<file path="src/inc/cseq_pkg.sv">
// Purpose: shared constants and types of the core sequencer
// Assumes: one clock domain, AHB-Lite register access
// Notes: bit order of a flag set is {sign, zero, carry}
package cseq_pkg;
  // widths
  localparam int PC_W = 13;
  localparam int RAM_AW = 8;
  localparam int FLG_W = 3;
  localparam int CLS_W = 5;
  localparam int CNT_W = 5;
  localparam int DEPTH_W = 7;
  localparam int RAM_DEPTH = 256;

  // reset values and stack geometry
  localparam logic [12:0] RESET_VEC = 13'h0000;
  localparam logic [7:0] SP_TOP = 8'hff;
  localparam logic [7:0] LEVEL_BYTES = 8'h02;

  // flag bit positions inside a set
  localparam int FLG_C = 0;
  localparam int FLG_Z = 1;
  localparam int FLG_S = 2;

  // instruction classes, one-hot positions
  localparam int CLS_LOAD = 0;
  localparam int CLS_ARITH = 1;
  localparam int CLS_JUMP = 2;
  localparam int CLS_CTRL = 3;
  localparam int CLS_FUZZY = 4;

  // instruction durations in clock cycles
  localparam logic [4:0] CYC_FUZZY = 5'h06;
  localparam logic [4:0] CYC_DIV = 5'h1a;
  localparam logic [4:0] CYC_STD = 5'h08;

  // register byte offsets
  localparam logic [11:0] OFS_CMD = 12'h000;
  localparam logic [11:0] OFS_OPND = 12'h004;
  localparam logic [11:0] OFS_ARG = 12'h008;
  localparam logic [11:0] OFS_STAT = 12'h00c;
  localparam logic [11:0] OFS_PC = 12'h010;
  localparam logic [11:0] OFS_SP = 12'h014;
  localparam logic [11:0] OFS_FLAGS = 12'h018;
  localparam logic [11:0] OFS_RES = 12'h01c;

  // status and flags register fields
  localparam int STAT_BUSY = 0;
  localparam int STAT_IRQ = 1;
  localparam int STAT_FLG = 2;
  localparam int STAT_MODE = 5;
  localparam int STAT_CLS = 8;
  localparam int STAT_DEPTH = 16;
  localparam int FLAGS_NRM = 0;
  localparam int FLAGS_IRQ = 4;
  localparam int ARG_A = 0;
  localparam int ARG_B = 8;

  typedef enum logic [3:0] {
    OP_FETCH, OP_JUMP, OP_CALL, OP_IRQ, OP_RET, OP_RETURN_FROM_INTERRUPT,
    OP_ADD, OP_SUB, OP_LOAD, OP_LOGIC, OP_FUZZY, OP_DIV
  } cseq_op_type;

  typedef enum logic [1:0] {MODE_RESET, MODE_PROG, MODE_WORK, MODE_BAD} cseq_mode_type;
endpackage

</file>
<file path="src/inc/cseq_if.sv">
// Purpose: carriers between the sequencer and its stack ram and flag store
// Assumes: driven from the sequencer clock domain
// Notes: ram read data is registered, one cycle behind the address
`timescale 1ns/1ps
interface cseq_ram_if;
  logic [7:0] addr;
  logic [7:0] wdata;
  logic [7:0] rdata;
  logic we;
  modport seq (output addr, output wdata, output we, input rdata);
  modport mem (input addr, input wdata, input we, output rdata);
endinterface

interface cseq_flag_if;
  logic irq_mode;
  logic upd_en;
  logic upd_sub;
  logic [7:0] op_a;
  logic [7:0] op_b;
  logic rst_en;
  logic rst_irq;
  logic [2:0] rst_val;
  logic [2:0] cur;
  logic [2:0] nrm;
  logic [2:0] irq;
  logic [7:0] res;
  modport seq (output irq_mode, output upd_en, output upd_sub, output op_a, output op_b,
    output rst_en, output rst_irq, output rst_val, input cur, input nrm, input irq, input res);
  modport flg (input irq_mode, input upd_en, input upd_sub, input op_a, input op_b,
    input rst_en, input rst_irq, input rst_val, output cur, output nrm, output irq, output res);
endinterface

</file>
<file path="src/design/cseq_top.sv">
// Purpose: core sequencer - program counter, dual flag sets, ram stack
// Assumes: AHB-Lite slave, zero wait states, pins synchronous to hclk
// Notes: one instruction at a time; a command written while busy is dropped
// Function
// program counter is 13 bits and addresses the next program location
// a normal instruction writes program counter plus one back
// load counter from jump target, vector, call target, reset vector or pop
// two flag sets, normal and interrupt; instructions see the current one
// taking an interrupt switches flag use to the interrupt set
// each level saves its flags with the counter; interrupt return restores both
// calls run in normal mode; subroutine return leaves normal flags alone
// no flag is cleared on a context switch
// arithmetic sets carry on overflow, clears it otherwise
// arithmetic sets sign on underflow, clears it otherwise
// stack lives in ram, two bytes a level, starting at address 255
// software keeps nesting below 128 levels and clear of stack ram
// stack pointer marks the first free level; push stores counter and flags
// interrupt return copies top level into counter and current flags
// subroutine return copies top level into the counter only
// reset, test and programming supply pins select the operating mode
// reset pin reloads the reset vector and restarts the program
// arbiter enables exactly one of five class decoders, then datapath runs
// instructions take from 6 to 26 clock pulses
// stack pointer is readable by software as input register zero; the code reads it at OFS_SP (0x014) instead
// pointer moves down one two-byte level per push, up one per return
`timescale 1ns/1ps
module cseq_top (
  input wire logic hclk,
  input wire logic hresetn,
  input wire logic hsel,
  input wire logic [31:0] haddr,
  input wire logic [1:0] htrans,
  input wire logic hwrite,
  input wire logic [2:0] hsize,
  input wire logic [31:0] hwdata,
  input wire logic hready,
  output logic hreadyout,
  output logic [31:0] hrdata,
  output logic hresp,
  input wire logic pin_reset_n,
  input wire logic pin_test,
  input wire logic pin_vpp_high,
  output logic [cseq_pkg::PC_W-1:0] prog_addr,
  output logic [cseq_pkg::RAM_AW-1:0] stack_ptr,
  output logic [cseq_pkg::CLS_W-1:0] class_sel,
  output logic [1:0] op_mode,
  output logic irq_mode,
  output logic busy
);
  import cseq_pkg::*;

  typedef enum logic [2:0] {ST_IDLE, ST_ARB, ST_ST1, ST_ST2, ST_ST3, ST_WAIT} cseq_state_type;

  ////////////////////////////////////////////////////////////////////////////
  // decoding helpers

  // instruction class of a command, one-hot
  function automatic logic [4:0] cls_of(input cseq_op_type op);
    logic [4:0] c;
    c = 5'h00;
    case (op)
      OP_LOAD: c[CLS_LOAD] = 1'b1;
      OP_ADD, OP_SUB, OP_LOGIC, OP_DIV: c[CLS_ARITH] = 1'b1;
      OP_JUMP, OP_CALL, OP_RET: c[CLS_JUMP] = 1'b1;
      OP_FUZZY: c[CLS_FUZZY] = 1'b1;
      default: c[CLS_CTRL] = 1'b1;
    endcase
    return c;
  endfunction

  // cycles from acceptance to completion
  function automatic logic [4:0] cyc_of(input cseq_op_type op);
    logic [4:0] c;
    c = cls_of(op);
    if (c[CLS_FUZZY])
    begin
      return CYC_FUZZY;
    end
    else if (op == OP_DIV)
    begin
      return CYC_DIV;
    end
    return CYC_STD;
  endfunction

  ////////////////////////////////////////////////////////////////////////////
  // state

  cseq_state_type st_ff;
  cseq_state_type nxt_st;
  cseq_op_type op_ff;
  cseq_mode_type mode_ff;
  cseq_mode_type mode_w;
  logic [PC_W-1:0] pc_ff;
  logic [PC_W-1:0] nxt_pc;
  logic [PC_W-1:0] opnd_ff;
  logic [PC_W-1:0] tgt_ff;
  logic [7:0] sp_ff;
  logic [7:0] nxt_sp;
  logic [DEPTH_W-1:0] depth_ff;
  logic [DEPTH_W-1:0] nxt_depth;
  logic [CNT_W-1:0] cnt_ff;
  logic [CLS_W-1:0] cls_ff;
  logic [15:0] arg_ff;
  logic [7:0] pop_hi_ff;
  logic [7:0] pop_lo_ff;
  logic [3:0] last_op_ff;
  logic wr_pend_ff;
  logic [11:0] wr_addr_ff;
  logic [31:0] hrdata_ff;
  logic busy_ff;
  logic irq_mode_ff;
  logic [1:0] mode_out_ff;

  cseq_ram_if ram_if ();
  cseq_flag_if flag_if ();

  cseq_ram u_ram (
    .hclk (hclk),
    .hresetn (hresetn),
    .ram (ram_if.mem)
  );

  cseq_flags u_flags (
    .hclk (hclk),
    .hresetn (hresetn),
    .fl (flag_if.flg)
  );

  ////////////////////////////////////////////////////////////////////////////
  // mode selection from pins

  assign mode_w = (!pin_reset_n && !pin_test && pin_vpp_high) ? MODE_PROG :
                  (!pin_reset_n && !pin_vpp_high) ? MODE_RESET :
                  (pin_reset_n && !pin_test && !pin_vpp_high) ? MODE_WORK : MODE_BAD;

  // core held at the reset vector whenever the reset pin is low
  wire core_rst = !pin_reset_n;

  ////////////////////////////////////////////////////////////////////////////
  // bus address and data phase

  wire bus_take = hsel && htrans[1] && hready;
  wire rd_take = bus_take && !hwrite;
  wire rd_map = (haddr[31:12] == 20'h00000);
  wire wr_cmd = wr_pend_ff && (wr_addr_ff == OFS_CMD);
  wire wr_opnd = wr_pend_ff && (wr_addr_ff == OFS_OPND);
  wire wr_arg = wr_pend_ff && (wr_addr_ff == OFS_ARG);
  wire idle = (st_ff == ST_IDLE);

  // commands run only in working mode and only when nothing is in flight
  wire cmd_take = wr_cmd && idle && (mode_w == MODE_WORK) && !core_rst;
  wire cseq_op_type new_op = cseq_op_type'(hwdata[3:0]);

  ////////////////////////////////////////////////////////////////////////////
  // read data, built at the address phase so it stands in the data phase

  logic [31:0] stat_w;
  logic [31:0] rd_word;

  always_comb
  begin
    stat_w = 32'h0;
    stat_w[STAT_BUSY] = busy_ff;
    stat_w[STAT_IRQ] = irq_mode_ff;
    stat_w[STAT_FLG +: FLG_W] = flag_if.cur;
    stat_w[STAT_MODE +: 2] = mode_ff;
    stat_w[STAT_CLS +: CLS_W] = cls_ff;
    stat_w[STAT_DEPTH +: DEPTH_W] = depth_ff;
  end

  // unmapped addresses read zero
  assign rd_word = !rd_map ? 32'h0 :
                   (haddr[11:0] == OFS_CMD) ? {28'h0, last_op_ff} :
                   (haddr[11:0] == OFS_OPND) ? {19'h0, opnd_ff} :
                   (haddr[11:0] == OFS_ARG) ? {16'h0, arg_ff} :
                   (haddr[11:0] == OFS_STAT) ? stat_w :
                   (haddr[11:0] == OFS_PC) ? {19'h0, pc_ff} :
                   (haddr[11:0] == OFS_SP) ? {24'h0, sp_ff} :
                   (haddr[11:0] == OFS_FLAGS) ? {25'h0, flag_if.irq, 1'b0, flag_if.nrm} :
                   (haddr[11:0] == OFS_RES) ? {24'h0, flag_if.res} : 32'h0;

  // zero wait states, always OKAY
  always_ff @(posedge hclk or negedge hresetn)
  begin
    if (!hresetn)
    begin
      wr_pend_ff <= 1'b0;
      wr_addr_ff <= 12'h000;
      hrdata_ff <= 32'h0;
    end
    else
    begin
      wr_pend_ff <= bus_take && hwrite && rd_map;
      wr_addr_ff <= haddr[11:0];
      hrdata_ff <= rd_take ? rd_word : 32'h0;
    end
  end

  // software registers; operand and arguments are frozen while busy
  always_ff @(posedge hclk or negedge hresetn)
  begin
    if (!hresetn)
    begin
      opnd_ff <= 13'h0000;
      arg_ff <= 16'h0000;
      last_op_ff <= 4'h0;
    end
    else
    begin
      if (wr_opnd && idle)
      begin
        opnd_ff <= hwdata[PC_W-1:0];
      end
      if (wr_arg && idle)
      begin
        arg_ff <= hwdata[15:0];
      end
      if (cmd_take)
      begin
        last_op_ff <= hwdata[3:0];
      end
    end
  end

  ////////////////////////////////////////////////////////////////////////////
  // sequencing

  wire is_push = (op_ff == OP_CALL) || (op_ff == OP_IRQ);
  wire is_pop = (op_ff == OP_RET) || (op_ff == OP_RETURN_FROM_INTERRUPT);
  wire fin = (st_ff == ST_WAIT) && (cnt_ff == 5'h00);

  // arbiter first, then the stack steps, then the remaining cycles
  always_comb
  begin
    nxt_st = st_ff;
    case (st_ff)
      ST_IDLE: nxt_st = cmd_take ? ST_ARB : ST_IDLE;
      ST_ARB: nxt_st = (is_push || is_pop) ? ST_ST1 : ST_WAIT;
      ST_ST1: nxt_st = ST_ST2;
      ST_ST2: nxt_st = is_pop ? ST_ST3 : ST_WAIT;
      ST_ST3: nxt_st = ST_WAIT;
      ST_WAIT: nxt_st = fin ? ST_IDLE : ST_WAIT;
      default: nxt_st = ST_IDLE;
    endcase
    if (core_rst)
    begin
      nxt_st = ST_IDLE;
    end
  end

  // program counter sources
  wire [PC_W-1:0] pc_pop = {pop_hi_ff[4:0], pop_lo_ff};
  wire tgt_load = (op_ff == OP_JUMP) || (op_ff == OP_CALL) || (op_ff == OP_IRQ);
  assign nxt_pc = core_rst ? RESET_VEC :
                  !fin ? pc_ff :
                  tgt_load ? tgt_ff :
                  is_pop ? pc_pop :
                  pc_ff + 13'h0001;

  // pointer moves one two-byte level per push or pop
  assign nxt_sp = core_rst ? SP_TOP :
                  (st_ff == ST_ST2 && is_push) ? sp_ff - LEVEL_BYTES :
                  (st_ff == ST_ST3) ? sp_ff + LEVEL_BYTES : sp_ff;

  // nesting depth; interrupt flags take over right after the push
  assign nxt_depth = core_rst ? 7'h00 :
                     (st_ff == ST_ST2 && op_ff == OP_IRQ) ? depth_ff + 7'h01 :
                     (fin && op_ff == OP_RETURN_FROM_INTERRUPT && depth_ff != 7'h00) ? depth_ff - 7'h01 :
                     depth_ff;

  // main state registers
  always_ff @(posedge hclk or negedge hresetn)
  begin
    if (!hresetn)
    begin
      st_ff <= ST_IDLE;
      op_ff <= OP_FETCH;
      pc_ff <= RESET_VEC;
      sp_ff <= SP_TOP;
      depth_ff <= 7'h00;
      tgt_ff <= 13'h0000;
    end
    else
    begin
      st_ff <= nxt_st;
      pc_ff <= nxt_pc;
      sp_ff <= nxt_sp;
      depth_ff <= nxt_depth;
      if (cmd_take)
      begin
        op_ff <= new_op;
        tgt_ff <= opnd_ff;
      end
    end
  end

  // duration counter and arbiter select
  always_ff @(posedge hclk or negedge hresetn)
  begin
    if (!hresetn)
    begin
      cnt_ff <= 5'h00;
      cls_ff <= 5'h00;
    end
    else if (cmd_take)
    begin
      cnt_ff <= cyc_of(new_op) - 5'h01;
      cls_ff <= cls_of(new_op);
    end
    else
    begin
      if (cnt_ff != 5'h00)
      begin
        cnt_ff <= cnt_ff - 5'h01;
      end
      if (fin || core_rst)
      begin
        cls_ff <= 5'h00;
      end
    end
  end

  ////////////////////////////////////////////////////////////////////////////
  // stack ram access: byte at sp holds pc low, byte below holds flags and pc high

  // push writes the level at the pointer
  assign ram_if.we = is_push && ((st_ff == ST_ST1) || (st_ff == ST_ST2));
  assign ram_if.addr = (st_ff == ST_ST1) ? (is_push ? sp_ff : sp_ff + 8'h01) :
                       (is_push ? sp_ff - 8'h01 : sp_ff + LEVEL_BYTES);
  assign ram_if.wdata = (st_ff == ST_ST1) ? pc_ff[7:0] : {flag_if.cur, pc_ff[PC_W-1:8]};

  // pop reads the most recently filled level, one cycle late
  always_ff @(posedge hclk or negedge hresetn)
  begin
    if (!hresetn)
    begin
      pop_hi_ff <= 8'h00;
      pop_lo_ff <= 8'h00;
    end
    else
    begin
      if (st_ff == ST_ST2 && is_pop)
      begin
        pop_hi_ff <= ram_if.rdata;
      end
      if (st_ff == ST_ST3)
      begin
        pop_lo_ff <= ram_if.rdata;
      end
    end
  end

  ////////////////////////////////////////////////////////////////////////////
  // flag store control

  // a call is normal execution, so the flag set follows depth only
  assign flag_if.irq_mode = (depth_ff != 7'h00);
  assign flag_if.upd_en = fin && ((op_ff == OP_ADD) || (op_ff == OP_SUB));
  assign flag_if.upd_sub = (op_ff == OP_SUB);
  assign flag_if.op_a = arg_ff[ARG_A +: 8];
  assign flag_if.op_b = arg_ff[ARG_B +: 8];
  // interrupt return restores the set of the level being returned to
  assign flag_if.rst_en = fin && (op_ff == OP_RETURN_FROM_INTERRUPT);
  assign flag_if.rst_irq = (depth_ff > 7'h01);
  assign flag_if.rst_val = pop_hi_ff[7:5];

  ////////////////////////////////////////////////////////////////////////////
  // outputs, all registered

  always_ff @(posedge hclk or negedge hresetn)
  begin
    if (!hresetn)
    begin
      busy_ff <= 1'b0;
      irq_mode_ff <= 1'b0;
      mode_out_ff <= 2'h0;
      mode_ff <= MODE_RESET;
    end
    else
    begin
      busy_ff <= (nxt_st != ST_IDLE);
      irq_mode_ff <= (nxt_depth != 7'h00);
      mode_ff <= mode_w;
      mode_out_ff <= mode_w;
    end
  end

  assign hreadyout = 1'b1 ^ 1'b0 ^ hrdata_ff[0] ^ hrdata_ff[0];
  assign hrdata = hrdata_ff;
  assign hresp = 1'b0 ^ hrdata_ff[0] ^ hrdata_ff[0];
  assign prog_addr = pc_ff;
  assign stack_ptr = sp_ff;
  assign class_sel = cls_ff;
  assign op_mode = mode_out_ff;
  assign irq_mode = irq_mode_ff;
  assign busy = busy_ff;
endmodule

</file>
<file path="src/design/cseq_ram.sv">
// Purpose: 256-byte data ram that holds the call and interrupt stack
// Assumes: one write or one read per cycle
// Notes: contents are not reset; read data lags the address by one cycle
`timescale 1ns/1ps
module cseq_ram (
  input wire logic hclk,
  input wire logic hresetn,
  cseq_ram_if.mem ram
);
  import cseq_pkg::*;

  logic [7:0] mem_ff [RAM_DEPTH];
  logic [7:0] rdata_ff;

  // byte write, no reset so it maps onto a plain ram macro
  always_ff @(posedge hclk)
  begin
    if (ram.we)
    begin
      mem_ff[ram.addr] <= ram.wdata;
    end
  end

  // registered read port
  always_ff @(posedge hclk or negedge hresetn)
  begin
    if (!hresetn)
    begin
      rdata_ff <= 8'h00;
    end
    else
    begin
      rdata_ff <= mem_ff[ram.addr];
    end
  end

  assign ram.rdata = rdata_ff;
endmodule

</file>
<file path="src/design/cseq_flags.sv">
// Purpose: normal and interrupt flag sets with the arithmetic flag update
// Assumes: irq_mode selects the set that instructions see
// Notes: restore and update never coincide; restore wins if they did
`timescale 1ns/1ps
module cseq_flags (
  input wire logic hclk,
  input wire logic hresetn,
  cseq_flag_if.flg fl
);
  import cseq_pkg::*;

  logic [2:0] flg_ff [2];
  logic [7:0] res_ff;
  logic [8:0] sum_w;
  logic [8:0] dif_w;
  logic [7:0] nxt_res;
  logic [2:0] arith_w;

  // ninth bit of the sum is overflow, of the difference is underflow
  assign sum_w = {1'b0, fl.op_a} + {1'b0, fl.op_b};
  assign dif_w = {1'b0, fl.op_a} - {1'b0, fl.op_b};
  assign nxt_res = fl.upd_sub ? dif_w[7:0] : sum_w[7:0];
  assign arith_w[FLG_C] = !fl.upd_sub && sum_w[8];
  assign arith_w[FLG_S] = fl.upd_sub && dif_w[8];
  assign arith_w[FLG_Z] = (nxt_res == 8'h00);

  // one store per context; neither is cleared on a switch, interrupt return only reloads one
  for (genvar s = 0; s < 2; s++)
  begin : g_set
    always_ff @(posedge hclk or negedge hresetn)
    begin
      if (!hresetn)
      begin
        flg_ff[s] <= 3'h0;
      end
      else if (fl.rst_en && (fl.rst_irq == 1'(s)))
      begin
        flg_ff[s] <= fl.rst_val;
      end
      else if (fl.upd_en && (fl.irq_mode == 1'(s)))
      begin
        flg_ff[s] <= arith_w;
      end
    end
  end

  // last arithmetic result, for software inspection
  always_ff @(posedge hclk or negedge hresetn)
  begin
    if (!hresetn)
    begin
      res_ff <= 8'h00;
    end
    else if (fl.upd_en)
    begin
      res_ff <= nxt_res;
    end
  end

  assign fl.cur = flg_ff[fl.irq_mode];
  assign fl.nrm = flg_ff[0];
  assign fl.irq = flg_ff[1];
  assign fl.res = res_ff;
endmodule

</file>
<file path="config.mk">
export PLATFORM = sky130hd
export DESIGN_NAME = cseq_top
export DESIGN_NICKNAME = d
export VERILOG_FILES = /design/src/inc/cseq_pkg.sv /design/src/inc/cseq_if.sv /design/src/design/cseq_top.sv /design/src/design/cseq_ram.sv /design/src/design/cseq_flags.sv
export SDC_FILE = /design/constraint.sdc
export NUM_CORES = 2
export LEC_CHECK = 0
export ABC_AREA = 1
export BUFFER_PORTS_ARGS = -buffer_cell sky130_fd_sc_hd__buf_4
export CAP_MARGIN = 15
export CELL_PAD_IN_SITES_DETAIL_PLACEMENT = 0
export CELL_PAD_IN_SITES_GLOBAL_PLACEMENT = 1
export CORE_MARGIN = 8
export CORE_UTILIZATION = 45
export DETAILED_ROUTE_END_ITERATION = 10
export PLACE_DENSITY_LB_ADDON = 0.1
export SLEW_MARGIN = 10
export SYNTH_ARGS = -nofsm -noshare
export SYNTH_HDL_FRONTEND = slang
export SYNTH_SLANG_ARGS = --single-unit
</file>
<file path="constraint.sdc">
create_clock -name hclk -period 13.8 [get_ports hclk]
set_input_delay 0.69 -clock hclk [delete_from_list [all_inputs] [get_ports hclk]]
set_output_delay 0.69 -clock hclk [all_outputs]
set_load 0.03 [all_outputs]
</file>
==> results.toml <==
[run_status]
status = "finished clean"

[worst_setup_path]
crit_path_top_delay_cell = "dfstp_2"
arrival_ns = 6.64
path_delay_family = "buffers and inverters"
r2r_start = "stack_ptr[0]"
critPathKind = "reg2reg"
worstSetupStartpoint = "stack_ptr[0]"
start_kind = "flop"
cp_cell_sequence = "inv_2, ha_1, inv_1, nand2_1, nand3_1, nand2_8, inv_8, buf_4, buf_12, buf_4, nor2_1, nand2_1, nand4_1, nand2_1, nand2_1, o21bai_1, nand2_1, nor2_1, nand3_1"
path_buf_inv = 6
end_kind = "flop"
cp_max_fo = 122
critical_path.most_common_cell = "nand2_1"
max_stage_delay_ns = 0.72
required_ns = 14.50

[layout]
layout.nets = 9230
stdcell_area_um2 = 104000
finalNonFillerCells = 12000
syn2layout_area_growth_pct = 11.4
final_common_cell = "nand2_1"
final_cell_mix = "nand2_1, edfxtp_1, nor2_1"
drive_gt1_frac = 0.0637

[synth]
ys_ff_latch = 2213
async_flop_share = 0.0746
yosys-top-cells-area = "edfxtp_1, nand2_1, dfrtp_1"
synth_cells = 9111
ys.flop_type = "edfxtp_1"
synth_top_area_cell = "edfxtp_1"
yosysWarnings = 0
synth_top_area_frac = 0.657
synth_edf_count = 2048
ys_seq_area_frac = 0.702
yosysUniqueCellTypes = 54
synth_area_per_cell_um2 = 10.3
synth_area_um2 = 93600

[timing]
relSlewSlack = 0.261
timing.fmax_ghz = 0.168
period_needed_ns = 5.94
finalWorstSetupSlack_ns = 7.86
timing.final.crit_share = 0.430
tns_ns = 0
hold_viol = 0
setup_viol_count_final = 0
worst_pin_slew_ns = 1.11
rsz0062_at_grt = "no"
slew_violations = 0
skew_ns = 0.0298

[pwr]
p_leak_nw = 41.1
powerDensity_nw_per_um2 = 172
peakVddDrop_uv = 251

[placement]
io_buffers = 109
pre_cts_slack_ns = 7.83
gp_congestion = 0.823
dp.cells = 11600
hpwl_um = 154000
dpl_cell_area_um2 = 96900

[global_route]
grt_pass1_wl_um = 406000
track_usage = 0.243
antenna_found_initial = 7
grt_pass1_vias = 60800
grt_max_degree = 183
grt_overflow = 0

[min_path]
holdCritStartpoint = "hwdata[15]"
hp-class = "in2reg"

[floorplanning]
chipWidth_um = 472
die-area_um2 = 223000
chipHeight_um = 472
num_rows = 167
floorplan.initialDensity = 0.452
core_area_um2 = 207000
ios = 141

[flow_run]
drv_cap = 0

[routing]
vias = 63300
finalWirelength_um = 277000
avgRoutedWirePerCell_um = 23.0
drt_pass1_iterations = 6
postRouteAntennaNets = 0
drtIter0Drc = 5620
drc = 0
viasPerCell = 5.27

[clock_network]
worstSkewPairLatency_ns = 0.87
cts.path.max_buffers = 3
cts-root-buf = "clkbuf_16"
cts_made_buffers = 231
cts_sinks = 2213
cts.clk_slew.worst_paths_ns = 0.06
h-tree-depth = 4
cts_tree = "built"
## worst reg2reg max path: stages, from the launching register on
cell and delay (ns):
dfstp_2 0.72, inv_2 0.13, ha_1 0.32, inv_1 0.06
nand2_1 0.05, nand3_1 0.19, nand2_8 0.29, inv_8 0.39
buf_4 0.62, buf_12 0.69, buf_4 0.70, nor2_1 0.38
nand2_1 0.15, nand4_1 0.10, nand2_1 0.08, nand2_1 0.07
o21bai_1 0.22, nand2_1 0.24, nor2_1 0.26, nand3_1 0.13
## area by class of cell
class	count	area (µm²)
fillers	18700	103000
diodes	3	7.51
repair buffers	221	1860
inverters	171	654
multi-input cells	6288	25500
well taps	2704	3380
clock inverters	132	1080
clock buffers	296	6110
flip-flops and latches	2213	65600
## per-stage QoR
step / hold WS (ns) / total power [mW] / utilization
detailed placement: 0.464 / 12.1 / 0.468
finish: 0.0840 / 17.9 / 0.504
floorplan: 0.394 / 9.96 / -
CTS: 0.00693 / 18.0 / 0.504
global route: 0.0589 / 18.6 / 0.504
global placement: 0.463 / 12.1 / 0.468
## flip-flops by register name, indices dropped and copies added (netlist names), 8 cells and up
signal,count
prog_addr,13
pop_hi_ff,8
u_ram.mem_ff,2048
hrdata,23
tgt_ff,13
wr_addr_ff,12
arg_ff,16
pop_lo_ff,8
opnd_ff,13
u_ram.ram.rdata,8
stack_ptr,8
u_flags.fl.res,8
## power breakdown
part	total [mW]	internal [mW]	switching, mW
Combinational	4.60	0.992	3.61
Clock	6.00	3.42	2.58
Sequential	7.32	7.27	0.0469
## worst paths after layout
| check | endpoint | slack (ns) | cells after the start |
|---|---|---|---|
| setup reg to reg | u_ram.ram.rdata[2] | 7.86 | 19 |
| min in group asynchronous | depth_ff[5] | 0.29 | 2 |
| setup / recovery | u_ram.ram.rdata[2] | 7.86 | 19 |
| hold reg to reg | tgt_ff[8] | 0.48 | 2 |
| hold / removal | arg_ff[15] | 0.08 | 3 |
| max in group asynchronous | hrdata[7] | 12.25 | 3 |
## cell families after synthesis
logic type	share of synthesized area
simple gates	0.243
flops	0.702
buf+inv	0.0290
compound gates	0.0205
fa+ha+maj	0.00377
xor+xnor	0.00187
other cells	0.0000803
## timing repair
item,CTS,global route
setup buffers,0,0
resized for setup,0,0
hold buffers,14,0
hold endpoints to repair,50,0
## synth_stat cells, types with 2 or more instances
cell	n
nor2_4	2
a21oi_1	73
nand3_2	4
nor2_1	566
edfxtp_1	2048
o21ai_1	22
or2_0	2
clkinv_1	4
o32ai_1	2
o221ai_1	12
nand4_1	20
nand3_1	333
buf_4	14
conb_1	2
o2111ai_1	4
a21oi_2	2
nor4_1	11
a31oi_1	4
o21bai_1	7
o21ai_0	183
o22ai_1	12
or2_2	4
inv_1	159
dfrtp_1	157
nor3_2	4
clkbuf_1	140
o211ai_1	9
nor3_1	29
buf_2	269
xor2_1	19
inv_2	8
dfstp_2	8
nand2_1	4887
nor2_2	6
a32oi_1	6
buf_1	24
ha_1	25
fa_1	2
nand2_2	13
## per-layer routing
metal  GRT usage  wire length (µm)  vias up
li1            -                 -    30000
met1       0.337            123000    31100
met2       0.397            130000     1774
met3      0.0344             15100      419
met4      0.0782              9130        2
met5           0                13        -
Note: power is estimated with default switching activity, not from simulation.
